**src/design/hsp_pkg.sv**
```systemverilog
// Purpose: Shared constants and types of the host select and printer port block
// Assumes: One 200 MHz clock, synchronous active high reset
// Notes: Printer port offsets are two address bits wide
package hsp_pkg;

  // Printer port register offsets
  localparam logic [1:0] PP_DATA_OFS = 2'h0;
  localparam logic [1:0] PP_STAT_OFS = 2'h1;
  localparam logic [1:0] PP_CTRL_OFS = 2'h2;
  localparam logic [1:0] PP_IOSEL_OFS = 2'h3;

  // Control register fields
  localparam int CTRL_AUTOLF_BIT = 1;
  localparam int CTRL_IRQEN_BIT = 4;
  localparam int CTRL_DIR_BIT = 5;

  // Status register fields
  localparam int STAT_IRQ_BIT = 2;
  localparam int STAT_ACK_BIT = 6;
  localparam int STAT_BUSY_BIT = 7;

  // Direction patterns for the I/O select register
  localparam logic [7:0] IOSEL_IN_PAT = 8'hAA;
  localparam logic [7:0] IOSEL_OUT_PAT = 8'h55;

  // Values after reset
  localparam logic [7:0] DATA_RST = 8'h00;
  localparam logic [7:0] CTRL_RST = 8'h00;
  localparam logic IOSEL_DIR_RST = 1'b0;

  // Access offered to one serial channel
  typedef struct packed {
    logic rd;
    logic wr;
    logic [2:0] addr;
    logic [7:0] wdata;
  } hsp_chan_req_t;

  // Complete state of the top module
  typedef struct packed {
    logic rd_n;
    logic wr_n;
    logic ack_n;
    logic [7:0] rdata;
    logic [7:0] pdata;
    logic [7:0] ctrl;
    logic iosel_in;
    logic irq_flag;
    hsp_chan_req_t chan_a;
    hsp_chan_req_t chan_b;
  } hsp_state_t;

endpackage

```
**src/design/hsp_top.sv**
```systemverilog
// Purpose: Host select decode, printer port registers and printer pin control
// Assumes: All inputs synchronous to sys_clk; strobes last at least two cycles
// Notes: Serial channel register sets live outside; this block steers accesses
`timescale 1ns/1ps

module hsp_top
  import hsp_pkg::*;
#(
  parameter int DATA_W = 8,
  parameter int ADDR_W = 3,
  parameter bit IRQ_ACTIVE_HIGH = 1'b1
)
(
  // Clock and reset
  input wire logic sys_clk,
  input wire logic sys_rst,
  // Host bus
  input wire logic chan_a_sel_n,
  input wire logic chan_b_sel_n,
  input wire logic printer_sel_n,
  input wire logic [ADDR_W-1:0] host_addr,
  input wire logic host_rd_n,
  input wire logic host_wr_n,
  input wire logic [DATA_W-1:0] host_data_i,
  output logic [DATA_W-1:0] host_data_o,
  output logic host_data_oe_n,
  // Serial channel access
  output hsp_chan_req_t chan_a_req,
  output hsp_chan_req_t chan_b_req,
  input wire logic [DATA_W-1:0] chan_a_rdata,
  input wire logic [DATA_W-1:0] chan_b_rdata,
  // Printer pins
  input wire logic [DATA_W-1:0] printer_data_lines_i,
  output logic [DATA_W-1:0] printer_data_lines_o,
  output logic printer_data_lines_oe_n,
  input wire logic ack_n,
  input wire logic busy,
  input wire logic auto_line_feed_n_i,
  output logic auto_line_feed_n_o,
  output logic auto_line_feed_n_oe_n,
  input wire logic dir_source_sel,
  input wire logic printer_irq_latch_sel,
  output logic printer_irq
);

  // Elaboration checks
  if (DATA_W != 8) $error("hsp_top supports only an eight bit data bus");
  if (ADDR_W != 3) $error("hsp_top supports only three address bits");

  hsp_state_t st_q;
  hsp_state_t st_d;

  logic rd_fall;
  logic rd_rise;
  logic wr_fall;
  logic sel_a;
  logic sel_b;
  logic sel_p;
  logic dir_in;
  logic irq_active;
  logic [1:0] p_addr;

  // Strobe edges and unit decode
  assign rd_fall = st_q.rd_n & ~host_rd_n;
  assign rd_rise = ~st_q.rd_n & host_rd_n;
  assign wr_fall = st_q.wr_n & ~host_wr_n;
  assign sel_a = ~chan_a_sel_n;
  assign sel_b = ~chan_b_sel_n;
  assign sel_p = ~printer_sel_n;
  assign p_addr = host_addr[1:0];

  // Direction source
  assign dir_in = dir_source_sel ? st_q.ctrl[CTRL_DIR_BIT] : st_q.iosel_in;

  // Interrupt level before polarity
  assign irq_active = printer_irq_latch_sel ? st_q.irq_flag : ~ack_n;

  // Exclusive unit decode: own select low, both others high
  function automatic logic only_sel(input logic own_n, input logic oth1_n, input logic oth2_n);
    return !own_n && oth1_n && oth2_n;
  endfunction

  always_comb
  begin
    st_d = st_q;
    st_d.rd_n = host_rd_n;
    st_d.wr_n = host_wr_n;
    st_d.ack_n = ack_n;
    st_d.chan_a.rd = 1'b0;
    st_d.chan_a.wr = 1'b0;
    st_d.chan_b.rd = 1'b0;
    st_d.chan_b.wr = 1'b0;
    // Channel requests carry the bus address and byte unchanged
    st_d.chan_a.addr = host_addr;
    st_d.chan_b.addr = host_addr;
    st_d.chan_a.wdata = host_data_i;
    st_d.chan_b.wdata = host_data_i;
    if (only_sel(chan_a_sel_n, chan_b_sel_n, printer_sel_n))
    begin
      st_d.chan_a.rd = rd_fall;
      st_d.chan_a.wr = wr_fall;
    end
    if (only_sel(chan_b_sel_n, chan_a_sel_n, printer_sel_n))
    begin
      st_d.chan_b.rd = rd_fall;
      st_d.chan_b.wr = wr_fall;
    end
    // Printer register writes
    if (only_sel(printer_sel_n, chan_a_sel_n, chan_b_sel_n) && wr_fall)
    begin
      case (p_addr)
        PP_DATA_OFS:
          st_d.pdata = host_data_i;
        PP_CTRL_OFS:
          st_d.ctrl = host_data_i;
        PP_IOSEL_OFS:
        begin
          if (host_data_i == IOSEL_IN_PAT)
            st_d.iosel_in = 1'b1;
          else if (host_data_i == IOSEL_OUT_PAT)
            st_d.iosel_in = 1'b0;
        end
        default:
          st_d.iosel_in = st_q.iosel_in;
      endcase
    end
    // Read data capture on the falling read strobe
    if (rd_fall)
    begin
      if (sel_a)
        st_d.rdata = chan_a_rdata;
      else if (sel_b)
        st_d.rdata = chan_b_rdata;
      else if (sel_p)
      begin
        case (p_addr)
          PP_DATA_OFS:
            st_d.rdata = dir_in ? printer_data_lines_i : st_q.pdata;
          PP_STAT_OFS:
          begin
            st_d.rdata = 8'h00;
            st_d.rdata[STAT_BUSY_BIT] = busy;
            st_d.rdata[STAT_ACK_BIT] = ack_n;
            st_d.rdata[STAT_IRQ_BIT] = irq_active;
          end
          PP_CTRL_OFS:
            st_d.rdata = st_q.ctrl;
          default:
          begin
            st_d.rdata = st_q.ctrl;
            st_d.rdata[CTRL_DIR_BIT] = dir_in;
            st_d.rdata[CTRL_AUTOLF_BIT] = ~auto_line_feed_n_i;
          end
        endcase
      end
    end
    // Latched interrupt: cleared at end of printer read, a new edge wins
    if (sel_p && rd_rise)
      st_d.irq_flag = 1'b0;
    if (st_q.ack_n && !ack_n)
      st_d.irq_flag = 1'b1;
  end

  // Single clock for all state
  always_ff @(posedge sys_clk)
  begin
    if (sys_rst)
    begin
      st_q <= '0;
      st_q.rd_n <= 1'b1;
      st_q.wr_n <= 1'b1;
      st_q.ack_n <= 1'b1;
      st_q.pdata <= DATA_RST;
      st_q.ctrl <= CTRL_RST;
      st_q.iosel_in <= IOSEL_DIR_RST;
    end
    else
      st_q <= st_d;
  end

  // Host bus drive
  assign host_data_o = st_q.rdata;
  assign host_data_oe_n = ~(~host_rd_n & (sel_a | sel_b | sel_p));

  // Channel access outputs
  assign chan_a_req = st_q.chan_a;
  assign chan_b_req = st_q.chan_b;

  // Printer data lines
  assign printer_data_lines_o = st_q.pdata;
  assign printer_data_lines_oe_n = dir_in;

  // Auto line feed, open drain
  assign auto_line_feed_n_o = 1'b0;
  assign auto_line_feed_n_oe_n = ~st_q.ctrl[CTRL_AUTOLF_BIT];

  // Interrupt output, inactive while disabled
  always_comb
  begin
    if (!st_q.ctrl[CTRL_IRQEN_BIT])
      printer_irq = ~IRQ_ACTIVE_HIGH;
    else
      printer_irq = IRQ_ACTIVE_HIGH ? irq_active : ~irq_active;
  end

  // Checks
  a_bus_drive_sel: assert property (@(posedge sys_clk) disable iff (sys_rst)
    !host_data_oe_n |-> (!host_rd_n && (!chan_a_sel_n || !chan_b_sel_n || !printer_sel_n)))
    else $error("Data bus driven outside a selected read");
  a_chan_a_gate: assert property (@(posedge sys_clk) disable iff (sys_rst)
    (chan_a_sel_n && $fell(host_wr_n)) |=> !chan_a_req.wr)
    else $error("Channel A written while deselected");
  a_chan_b_gate: assert property (@(posedge sys_clk) disable iff (sys_rst)
    (!chan_b_sel_n && chan_a_sel_n && printer_sel_n && $fell(host_rd_n)) |=> chan_b_req.rd)
    else $error("Channel B read strobe missing");
  a_ctrl_write: assert property (@(posedge sys_clk) disable iff (sys_rst)
    (!printer_sel_n && chan_a_sel_n && chan_b_sel_n && $fell(host_wr_n)
      && host_addr[1:0] == PP_CTRL_OFS) |=> st_q.ctrl == $past(host_data_i))
    else $error("Control register not loaded");
  a_dir_bit_src: assert property (@(posedge sys_clk) disable iff (sys_rst)
    dir_source_sel |-> printer_data_lines_oe_n == st_q.ctrl[CTRL_DIR_BIT])
    else $error("Direction not from control bit");
  a_iosel_pattern: assert property (@(posedge sys_clk) disable iff (sys_rst)
    (!dir_source_sel && !printer_sel_n && chan_a_sel_n && chan_b_sel_n && $fell(host_wr_n)
      && host_addr[1:0] == PP_IOSEL_OFS && host_data_i == IOSEL_OUT_PAT)
      ##1 !dir_source_sel |-> !printer_data_lines_oe_n)
    else $error("Output pattern did not turn lines to output");
  a_irq_latch_hold: assert property (@(posedge sys_clk) disable iff (sys_rst)
    (st_q.irq_flag && !(printer_sel_n == 1'b0 && $rose(host_rd_n)) && !$fell(ack_n))
      |=> st_q.irq_flag)
    else $error("Latched interrupt dropped without a read");
  a_irq_follow: assert property (@(posedge sys_clk) disable iff (sys_rst)
    (!printer_irq_latch_sel && st_q.ctrl[CTRL_IRQEN_BIT])
      |-> printer_irq == (IRQ_ACTIVE_HIGH ? ~ack_n : ack_n))
    else $error("Interrupt does not follow acknowledge");
  a_autolf_drive: assert property (@(posedge sys_clk) disable iff (sys_rst)
    st_q.ctrl[CTRL_AUTOLF_BIT] |-> (!auto_line_feed_n_oe_n && !auto_line_feed_n_o))
    else $error("Auto line feed not pulled low");
  a_chan_a_rd_gate: assert property (@(posedge sys_clk) disable iff (sys_rst)
    (chan_a_sel_n && $fell(host_rd_n)) |=> !chan_a_req.rd)
    else $error("Channel A read while deselected");
  a_chan_a_strobe: assert property (@(posedge sys_clk) disable iff (sys_rst)
    (!chan_a_sel_n && chan_b_sel_n && printer_sel_n && $fell(host_wr_n)) |=> chan_a_req.wr)
    else $error("Channel A write strobe missing");
  a_chan_b_wr_gate: assert property (@(posedge sys_clk) disable iff (sys_rst)
    (chan_b_sel_n && $fell(host_wr_n)) |=> !chan_b_req.wr)
    else $error("Channel B written while deselected");
  a_multi_sel_block: assert property (@(posedge sys_clk) disable iff (sys_rst)
    (!chan_a_sel_n && !chan_b_sel_n)
      |=> !(chan_a_req.rd || chan_a_req.wr || chan_b_req.rd || chan_b_req.wr))
    else $error("Channel strobe with two selects low");
  a_pulse_single: assert property (@(posedge sys_clk) disable iff (sys_rst)
    (chan_a_req.wr || chan_b_req.wr) |=> !(chan_a_req.wr || chan_b_req.wr))
    else $error("Channel write strobe longer than one cycle");
  a_chan_addr: assert property (@(posedge sys_clk) disable iff (sys_rst)
    (chan_a_req.rd || chan_a_req.wr) |-> chan_a_req.addr == $past(host_addr))
    else $error("Channel A strobe with wrong address");
  a_chan_wdata: assert property (@(posedge sys_clk) disable iff (sys_rst)
    chan_b_req.wr |-> chan_b_req.wdata == $past(host_data_i))
    else $error("Channel B write data not the bus byte");
  a_rdata_load: assert property (@(posedge sys_clk) disable iff (sys_rst)
    (!chan_a_sel_n && $fell(host_rd_n)) |=> host_data_o == $past(chan_a_rdata))
    else $error("Channel A read data not captured");
  a_rdata_hold: assert property (@(posedge sys_clk) disable iff (sys_rst)
    (host_rd_n || !st_q.rd_n) |=> $stable(host_data_o))
    else $error("Read data changed without a read strobe");
  a_pdata_load: assert property (@(posedge sys_clk) disable iff (sys_rst)
    (!printer_sel_n && chan_a_sel_n && chan_b_sel_n && $fell(host_wr_n)
      && host_addr[1:0] == PP_DATA_OFS) |=> printer_data_lines_o == $past(host_data_i))
    else $error("Printer data register not loaded");
  a_dir_reg_src: assert property (@(posedge sys_clk) disable iff (sys_rst)
    (!dir_source_sel && !printer_sel_n && $fell(host_wr_n) && host_addr[1:0] == PP_CTRL_OFS)
      ##1 !dir_source_sel |-> $stable(printer_data_lines_oe_n))
    else $error("Control write moved direction under register control");
  a_iosel_in_pat: assert property (@(posedge sys_clk) disable iff (sys_rst)
    (!dir_source_sel && !printer_sel_n && chan_a_sel_n && chan_b_sel_n && $fell(host_wr_n)
      && host_addr[1:0] == PP_IOSEL_OFS && host_data_i == IOSEL_IN_PAT)
      ##1 !dir_source_sel |-> printer_data_lines_oe_n)
    else $error("Input pattern did not turn lines to input");
  a_irq_latch_set: assert property (@(posedge sys_clk) disable iff (sys_rst)
    $fell(ack_n) |=> st_q.irq_flag)
    else $error("Acknowledge edge did not latch the interrupt");
  a_irq_latch_pol: assert property (@(posedge sys_clk) disable iff (sys_rst)
    (printer_irq_latch_sel && st_q.ctrl[CTRL_IRQEN_BIT] && st_q.irq_flag)
      |-> printer_irq == IRQ_ACTIVE_HIGH)
    else $error("Latched interrupt at wrong level");
  a_irq_disabled: assert property (@(posedge sys_clk) disable iff (sys_rst)
    !st_q.ctrl[CTRL_IRQEN_BIT] |-> printer_irq == !IRQ_ACTIVE_HIGH)
    else $error("Disabled interrupt not at inactive level");
  a_autolf_release: assert property (@(posedge sys_clk) disable iff (sys_rst)
    !st_q.ctrl[CTRL_AUTOLF_BIT] |-> auto_line_feed_n_oe_n)
    else $error("Auto line feed pulled while off");
  a_bus_quiet: assert property (@(posedge sys_clk) disable iff (sys_rst)
    host_rd_n |-> host_data_oe_n)
    else $error("Data bus driven with read strobe high");

endmodule

```
**config.mk**
```make
export PLATFORM = sky130hd
export DESIGN_NAME = hsp_top
export DESIGN_NICKNAME = d
export VERILOG_FILES = /design/src/design/hsp_pkg.sv /design/src/design/hsp_top.sv
export SDC_FILE = /design/constraint.sdc
export NUM_CORES = 1
export LEC_CHECK = 0
export BUFFER_PORTS_ARGS = -buffer_cell sky130_fd_sc_hd__buf_2
export CORE_MARGIN = 3
export CORE_UTILIZATION = 48
export DETAILED_ROUTE_END_ITERATION = 10
export GPL_TIMING_DRIVEN = 0
export HOLD_SLACK_MARGIN = 0.03
export PLACE_DENSITY = 0.82
export REMOVE_ABC_BUFFERS = 1
export SYNTH_ARGS = -nofsm -noshare
export SYNTH_HDL_FRONTEND = slang
export SYNTH_SLANG_ARGS = --single-unit
```
**constraint.sdc**
```tcl
create_clock -name sys_clk -period 1.8 [get_ports sys_clk]
set_clock_uncertainty 0.15 [all_clocks]
set_input_delay 0.18 -clock sys_clk [delete_from_list [all_inputs] [get_ports sys_clk]]
set_output_delay 0.18 -clock sys_clk [all_outputs]
set_load 0.02 [all_outputs]
```
==> results of run 1 <==
## stage by stage
| step | area, um2 | instances | TNS (ps) | utilization (%) | hold slack [ps] |
|---|---|---|---|---|---|
| 6_report | 2740 | 379 | 0 | 60.0 | 22.7 |
| 5_1_grt | 2740 | 379 | 0 | 60.0 | 33.3 |
| 4_1_cts | 2690 | 374 | 0 | 58.9 | 31.9 |
| 3_5_place_dp | 2500 | 358 | -3440 | 54.9 | 242 |
| 3_3_place_gp | 2500 | 358 | -3080 | 54.9 | 244 |
| 2_1_floorplan | 1960 | 201 | -54.6 | - | 96.7 |
## cell type report
class / instances / area share [%]
Clock buffer: 5 / 2.51
Clock inverter: 2 / 0.457
Inverter: 9 / 1.23
Multi-Input combinational cell: 148 / 39.2
Sequential cell: 44 / 32.2
Tap cell: 65 / 2.97
Timing Repair Buffer: 106 / 21.5
## how the worst max path moves through the flow
stage | start | to | slack (ps) | cells after the start
finish | host_rd_n | host_data_o[5] | 80 | 6
CTS | host_rd_n | host_data_o[5] | 5 | 6
detailed placement | st_q[33] | host_data_o[3] | -420 | 4
floorplan | st_q[33] | host_data_o[3] | -50 | 4
global route | host_rd_n | host_data_o[5] | 40 | 6
global placement | st_q[33] | host_data_o[3] | -370 | 4
## report_power, final
part	internal (W)	leakage [nW]	total (W)	switching, W
sequential	0.00101	0.360	0.00102	0.0000152
combinational	0.000139	0.934	0.000340	0.000201
clock	0.000263	0.0400	0.000590	0.000327
## worst max-delay path: cells and delay by family
| kind | cells | cell delay [ps] |
|---|---|---|
| compound gates | 3 | 680 |
| simple gates | 1 | 200 |
| buf+inv | 2 | 650 |
## synthesized netlist by cell type, types with 6 or more instances
library cell,count
a21oi_1,11
nand2_1,7
nor2b_1,14
nand2b_1,9
buf_4,45
nor2_1,24
inv_1,8
mux2i_1,18
dfxtp_1,44
a211oi_1,6
## cells by family after synthesis
logic type	Yosys count
simple gates	80
compound gates	43
other cells	1
mux	24
buf+inv	64
flops	44
## routing by layer
metal	up-vias	GRT usage, %
met5	-	0
met4	0	6.16
met3	10	6.15
met2	89	31.1
met1	877	24.4
li1	953	-
## sequential cells by signal, indices dropped and copies added, names as in the netlist
signal	cells
printer_data_lines_o	8
chan_a_req	2
st_q	13
host_data_o	8
chan_b_req	13
## repair_timing
| action | 4_1_cts | 5_1_grt |
|---|---|---|
| endpoints found under the hold margin | 12 | 0 |
| setup buffers | 0 | 5 |
| resized for setup | 3 | 3 |
| gates cloned | 0 | 0 |
| endpoints found under the setup margin | 10 | 3 |
| hold buffers | 9 | 0 |
==> impl_metrics.csv, run 1 <==
group,metric,value,unit
detailed_routing,met2_length,2.60,mm
floorplanning,row_count,24,
floorplanning,dieWidth,76.2,um
place,dp_hpwl,4.01,mm
sta,fin_ws,78.8,ps
setup_path,cp_slowest_cell,"dlygate4sd3_1",
cells_and_area,fin_nets,361,
synth,synthAdderAreaFrac,0,%
clock_network,clock_sinks,44,
run,cap_viol_max_count,0,
setup_path,critPathKind,"in2reg",
power,p_per_area,713,mW/mm2
detailed_routing,drc_errors,0,
global_route,grt_max_degree,44,
clock_network,clock_path_buffers,2,
setup_path,cp-end-kind,"flop",
cells_and_area,diodes,0,
cells_and_area,regArea,881,um2
floorplanning,ioPinCount,94,
sta,fmax,581,MHz
synth,synth_area_leader_cell,"dfxtp_1",
synth,synth-simple-area-share,19.4,%
global_route,antenna_found_initial,0,
detailed_routing,top_layer_used,"met4",
detailed_routing,wirelength,5.47,mm
sta,period_share,95.6,%
power,leakage,1.33,nW
clock_network,cts_buffers,5,
place,gp_routability_congestion,0.828,
sta,final_hold_viol_count,0,
synth,synthArstFlopShare,0,%
place,portBuffers,92,
floorplanning,initial_core_util,51.8,%
detailed_routing,dr.pass1.iters,4,
hold_path,hold_class,"in2reg",
floorplanning,die_y,76.2,um
hold_path,holdCritStartpoint,"host_data_i[1]",
clock_network,cts.clk_slew.worst_paths,80,ps
synth,synthXorXnorAreaFrac,0,%
sta,fin_crit,1720,ps
synth,synth-compound-area-share,14.0,%
synth,netlist_top_cells_area,"dfxtp_1 (37%), buf_4 (14%), mux2i_1 (7.6%)",
detailed_routing,ant_nets,0,
setup_path,slowest_delay,530,ps
cells_and_area,n_fill_cell,409,
synth,synth_mux_area_share,10.8,%
clock_network,root_buffer,"clkbuf_8",
setup_path,r2r_end,"st_q[28]",
global_route,overflow,0,
clock_network,cts_tree,"built",
detailed_routing,dr.first_iter.drc_count,80,
cells_and_area,area_delta_synth_final,15.8,%
detailed_routing,wl_met3,473,um
clock_network,htree_levels,2,
global_route,grt_pass1_wl,9.11,mm
run_status,status,"finished clean",
clock_network,insertion_delay,290,ps
synth,synth_warnings,0,
power,ir_worst_vdd,0.322,mV
cells_and_area,drive_gt1_share,38.9,%
setup_path,cp.required,1790,ps
cells_and_area,final_cell_mix,"buf_2 (92), dfxtp_1 (44), nor2_1 (24)",
setup_path,cp_max_fo,11,
place,place_ws,-415,ps
sta,rsz0062_at_grt,"false",
setup_path,start_kind,"input port",
synth,yosys.cell_types.count,48,
hold_path,holdPathStages,2,
power,finalPower,0.00195,W
detailed_routing,vias_per_cell,5.09,
synth,syn_inst,256,
setup_path,regToRegStartpoint,"st_q[53]",
hold_path,hold-path-endpoint,"chan_b_req[1]",
detailed_routing,m1WireLength,2.30,mm
sta,tightest_slew,792,ps
synth,synth_top_family_by_area,"simple AND/OR/NAND/NOR gates",
detailed_routing,detail_route.wl_per_cell,14.4,um
synth,netlist.area_leader.share,37.3,%
setup_path,r2r_slack,120,ps
synth,syn_area_per_cell,9.23,um2
setup_path,path_cells,"dlygate4sd3_1 > buf_2 > nand2b_1 > a21o_4 > a221oi_1 > a211oi_1",
floorplanning,die_area,0.00580,mm2
setup_path,cp.arrival,1710,ps
global_route,grt_pass1_vias,1882,
synth,ys.flop_type,"dfxtp_1",
cells_and_area,final_common_cell,"buf_2",
synth,ys_seq_area_share,37.3,%
sta,relSlewSlack,47.2,%
cells_and_area,multi_input_area,0.00107,mm2
synth,synth-edff-count,0,
synth,ys_seq_elements,44,
sta,finalMaxSlewViolations,0,
floorplanning,core,0.00456,mm2
detailed_routing,route.vias.total,1929,
sta,setup_viol,0,
setup_path,r2r_cells,4,
synth,syn_area,0.00236,mm2
global_route,grtUsageTotal,19.3,%
No activity file was read; power rests on OpenSTA's default activity.
==> run 2, diff against run 1 <==
BUFFER_PORTS_ARGS = -buffer_cell sky130_fd_sc_hd__buf_4   (was -buffer_cell sky130_fd_sc_hd__buf_2)
==> impl_metrics.csv, run 2 (synthesis results as in run 1) <==
group,metric,value,unit
power,p_sw,0.000533,W
detailed_routing,ant_nets,0,
detailed_routing,vias_per_cell,5.16,
clock_network,cts_buffers,5,
floorplanning,initial_core_util,51.8,%
detailed_routing,wirelength,5.66,mm
setup_path,start_kind,"input port",
power,leakage,1.39,nW
global_route,grt_pass1_vias,1950,
place,dp_hpwl,4.25,mm
floorplanning,dieWidth,76.2,um
cells_and_area,final_cell_mix,"buf_4 (92), dfxtp_1 (44), nor2_1 (24)",
sta,final_hold_viol_count,0,
sta,fin_crit,1740,ps
sta,rsz0062_at_grt,"false",
cells_and_area,n_fill_cell,400,
setup_path,slowest_delay,550,ps
place,gp_routability_congestion,0.831,
setup_path,r2r_end,"host_data_o[3]",
power,finalPower,0.00213,W
cells_and_area,fin_nets,359,
detailed_routing,dr.first_iter.drc_count,163,
cells_and_area,final_common_cell,"buf_4",
global_route,grt_pass1_wl,9.27,mm
clock_network,clock_sinks,44,
global_route,busiest_layer,"met2",
setup_path,cp-end-kind,"flop",
global_route,use_met2,33.3,%
cells_and_area,utilization,65.1,%
power,p_int,0.00160,W
cells_and_area,diodes,0,
power,p_per_area,717,mW/mm2
clock_network,htree_levels,2,
global_route,overflow,0,
sta,finalMaxSlewViolations,0,
power,swShare,25.0,%
detailed_routing,dr.pass1.iters,4,
floorplanning,row_count,24,
setup_path,cp.arrival,1750,ps
global_route,use_met1,24.1,%
sta,period_share,96.5,%
hold_path,holdPathStages,3,
floorplanning,die_area,0.00580,mm2
setup_path,critPathKind,"in2reg",
clock_network,cts_tree,"built",
cells_and_area,drive_gt1_share,37.3,%
cells_and_area,area_delta_synth_final,25.7,%
global_route,grt_max_degree,44,
clock_network,clock_path_buffers,2,
detailed_routing,drc_errors,0,
setup_path,r2r_cells,4,
hold_path,hold-path-endpoint,"chan_a_req[11]",
detailed_routing,route.vias.total,1939,
sta,setup_viol,0,
setup_path,path_cells,"dlygate4sd3_1 > buf_4 > nand2b_1 > a21o_2 > a221oi_1 > a211oi_1",
run_status,status,"finished clean",
clock_network,insertion_delay,290,ps
sta,holdWs,47.3,ps
hold_path,hold_class,"in2reg",
global_route,grtUsageTotal,19.5,%
hold_path,holdCritStartpoint,"host_wr_n",
global_route,use_met3,5.56,%
setup_path,cp.required,1810,ps
detailed_routing,detail_route.wl_per_cell,15.0,um
power,ir_worst_vdd,0.414,mV
power,pwr-share-clk,33.3,%
setup_path,cp_slowest_cell,"dlygate4sd3_1",
place,portBuffers,92,
floorplanning,core,0.00456,mm2
place,post-place-cells,358,
setup_path,r2r_slack,120,ps
setup_path,cp_max_fo,11,
power,p_seq_share,48.1,%
run,cap_viol_max_count,0,
setup_path,regToRegStartpoint,"st_q[27]",
clock_network,cts.clk_slew.worst_paths,80,ps
floorplanning,ioPinCount,94,
power,p_comb_share,18.6,%
global_route,antenna_found_initial,0,
cells_and_area,fin_cells,376,
sta,fmax,576,MHz
clock_network,root_buffer,"clkbuf_8",
floorplanning,die_y,76.2,um
==> run 2: cell types whose count changed in the layout (fill, tap and decap cells not counted), sizes merged <==
cell and delta:
bufinv +1, clkinvlp -1, buf -5, clkinv -1, dlygate4sd3 +3
==> run 2: power groups by stage <==
stage               clock (W)  combinational [W]  sequential, W
global route         0.000776           0.000427        0.00103
CTS                  0.000731           0.000395        0.00102
floorplan                   0           0.000112        0.00110
finish               0.000710           0.000397        0.00102
global placement            0           0.000364        0.00104
detailed placement          0           0.000372        0.00105
==> run 2: worst max-delay path: cells and delay by family <==
kind / cells / cell delay, ps
buffers and inverters: 2 / 690
AO/OA/AOI/OAI: 3 / 680
AND/OR/NAND/NOR: 1 / 210
==> run 2: timing repair <==
item,4_1_cts,5_1_grt
setup endpoints to repair,11,4
hold buffers,12,0
gates resized for setup,3,2
endpoints found under the hold margin,25,0
cloned,0,0
buffers inserted,0,0
pin swaps,0,0
==> run 2: worst max-delay path by stage <==
| stage | from | end | slack, ps |
|---|---|---|---|
| after global routing | st_q[27] | host_data_o[3] | 10 |
| final | host_rd_n | host_data_o[5] | 60 |
| after global placement | st_q[33] | host_data_o[3] | -350 |
| after CTS | host_rd_n | host_data_o[6] | 50 |
| after detailed placement | st_q[33] | host_data_o[3] | -370 |
| after floorplan | st_q[33] | host_data_o[3] | -50 |
==> run 2: layout make-up <==
type,count,area [um2],area share (%)
Multi-Input combinational cell,148,1070,35.9
Timing Repair Buffer,104,811,27.3
Clock buffer,5,68.8,2.32
Tap cell,65,81.3,2.74
Clock inverter,1,30.0,1.01
Sequential cell,44,881,29.6
Inverter,9,33.8,1.14
==> run 2: metrics by stage <==
step                setup TNS (ps)  setup WS (ps)  area [um2]
floorplan                    -54.6          -54.6        1960
global placement             -2320           -350        2730
detailed placement           -2870           -370        2730
CTS                              0           49.0        2970
global route                     0           12.1        2970
finish                           0           62.8        2970
==> run 2: layer usage <==
metal | up-vias | routed length [um]
li1 | 946 | -
met1 | 908 | 2410
met2 | 78 | 2700
met3 | 7 | 475
met4 | 0 | 71
met5 | - | 0
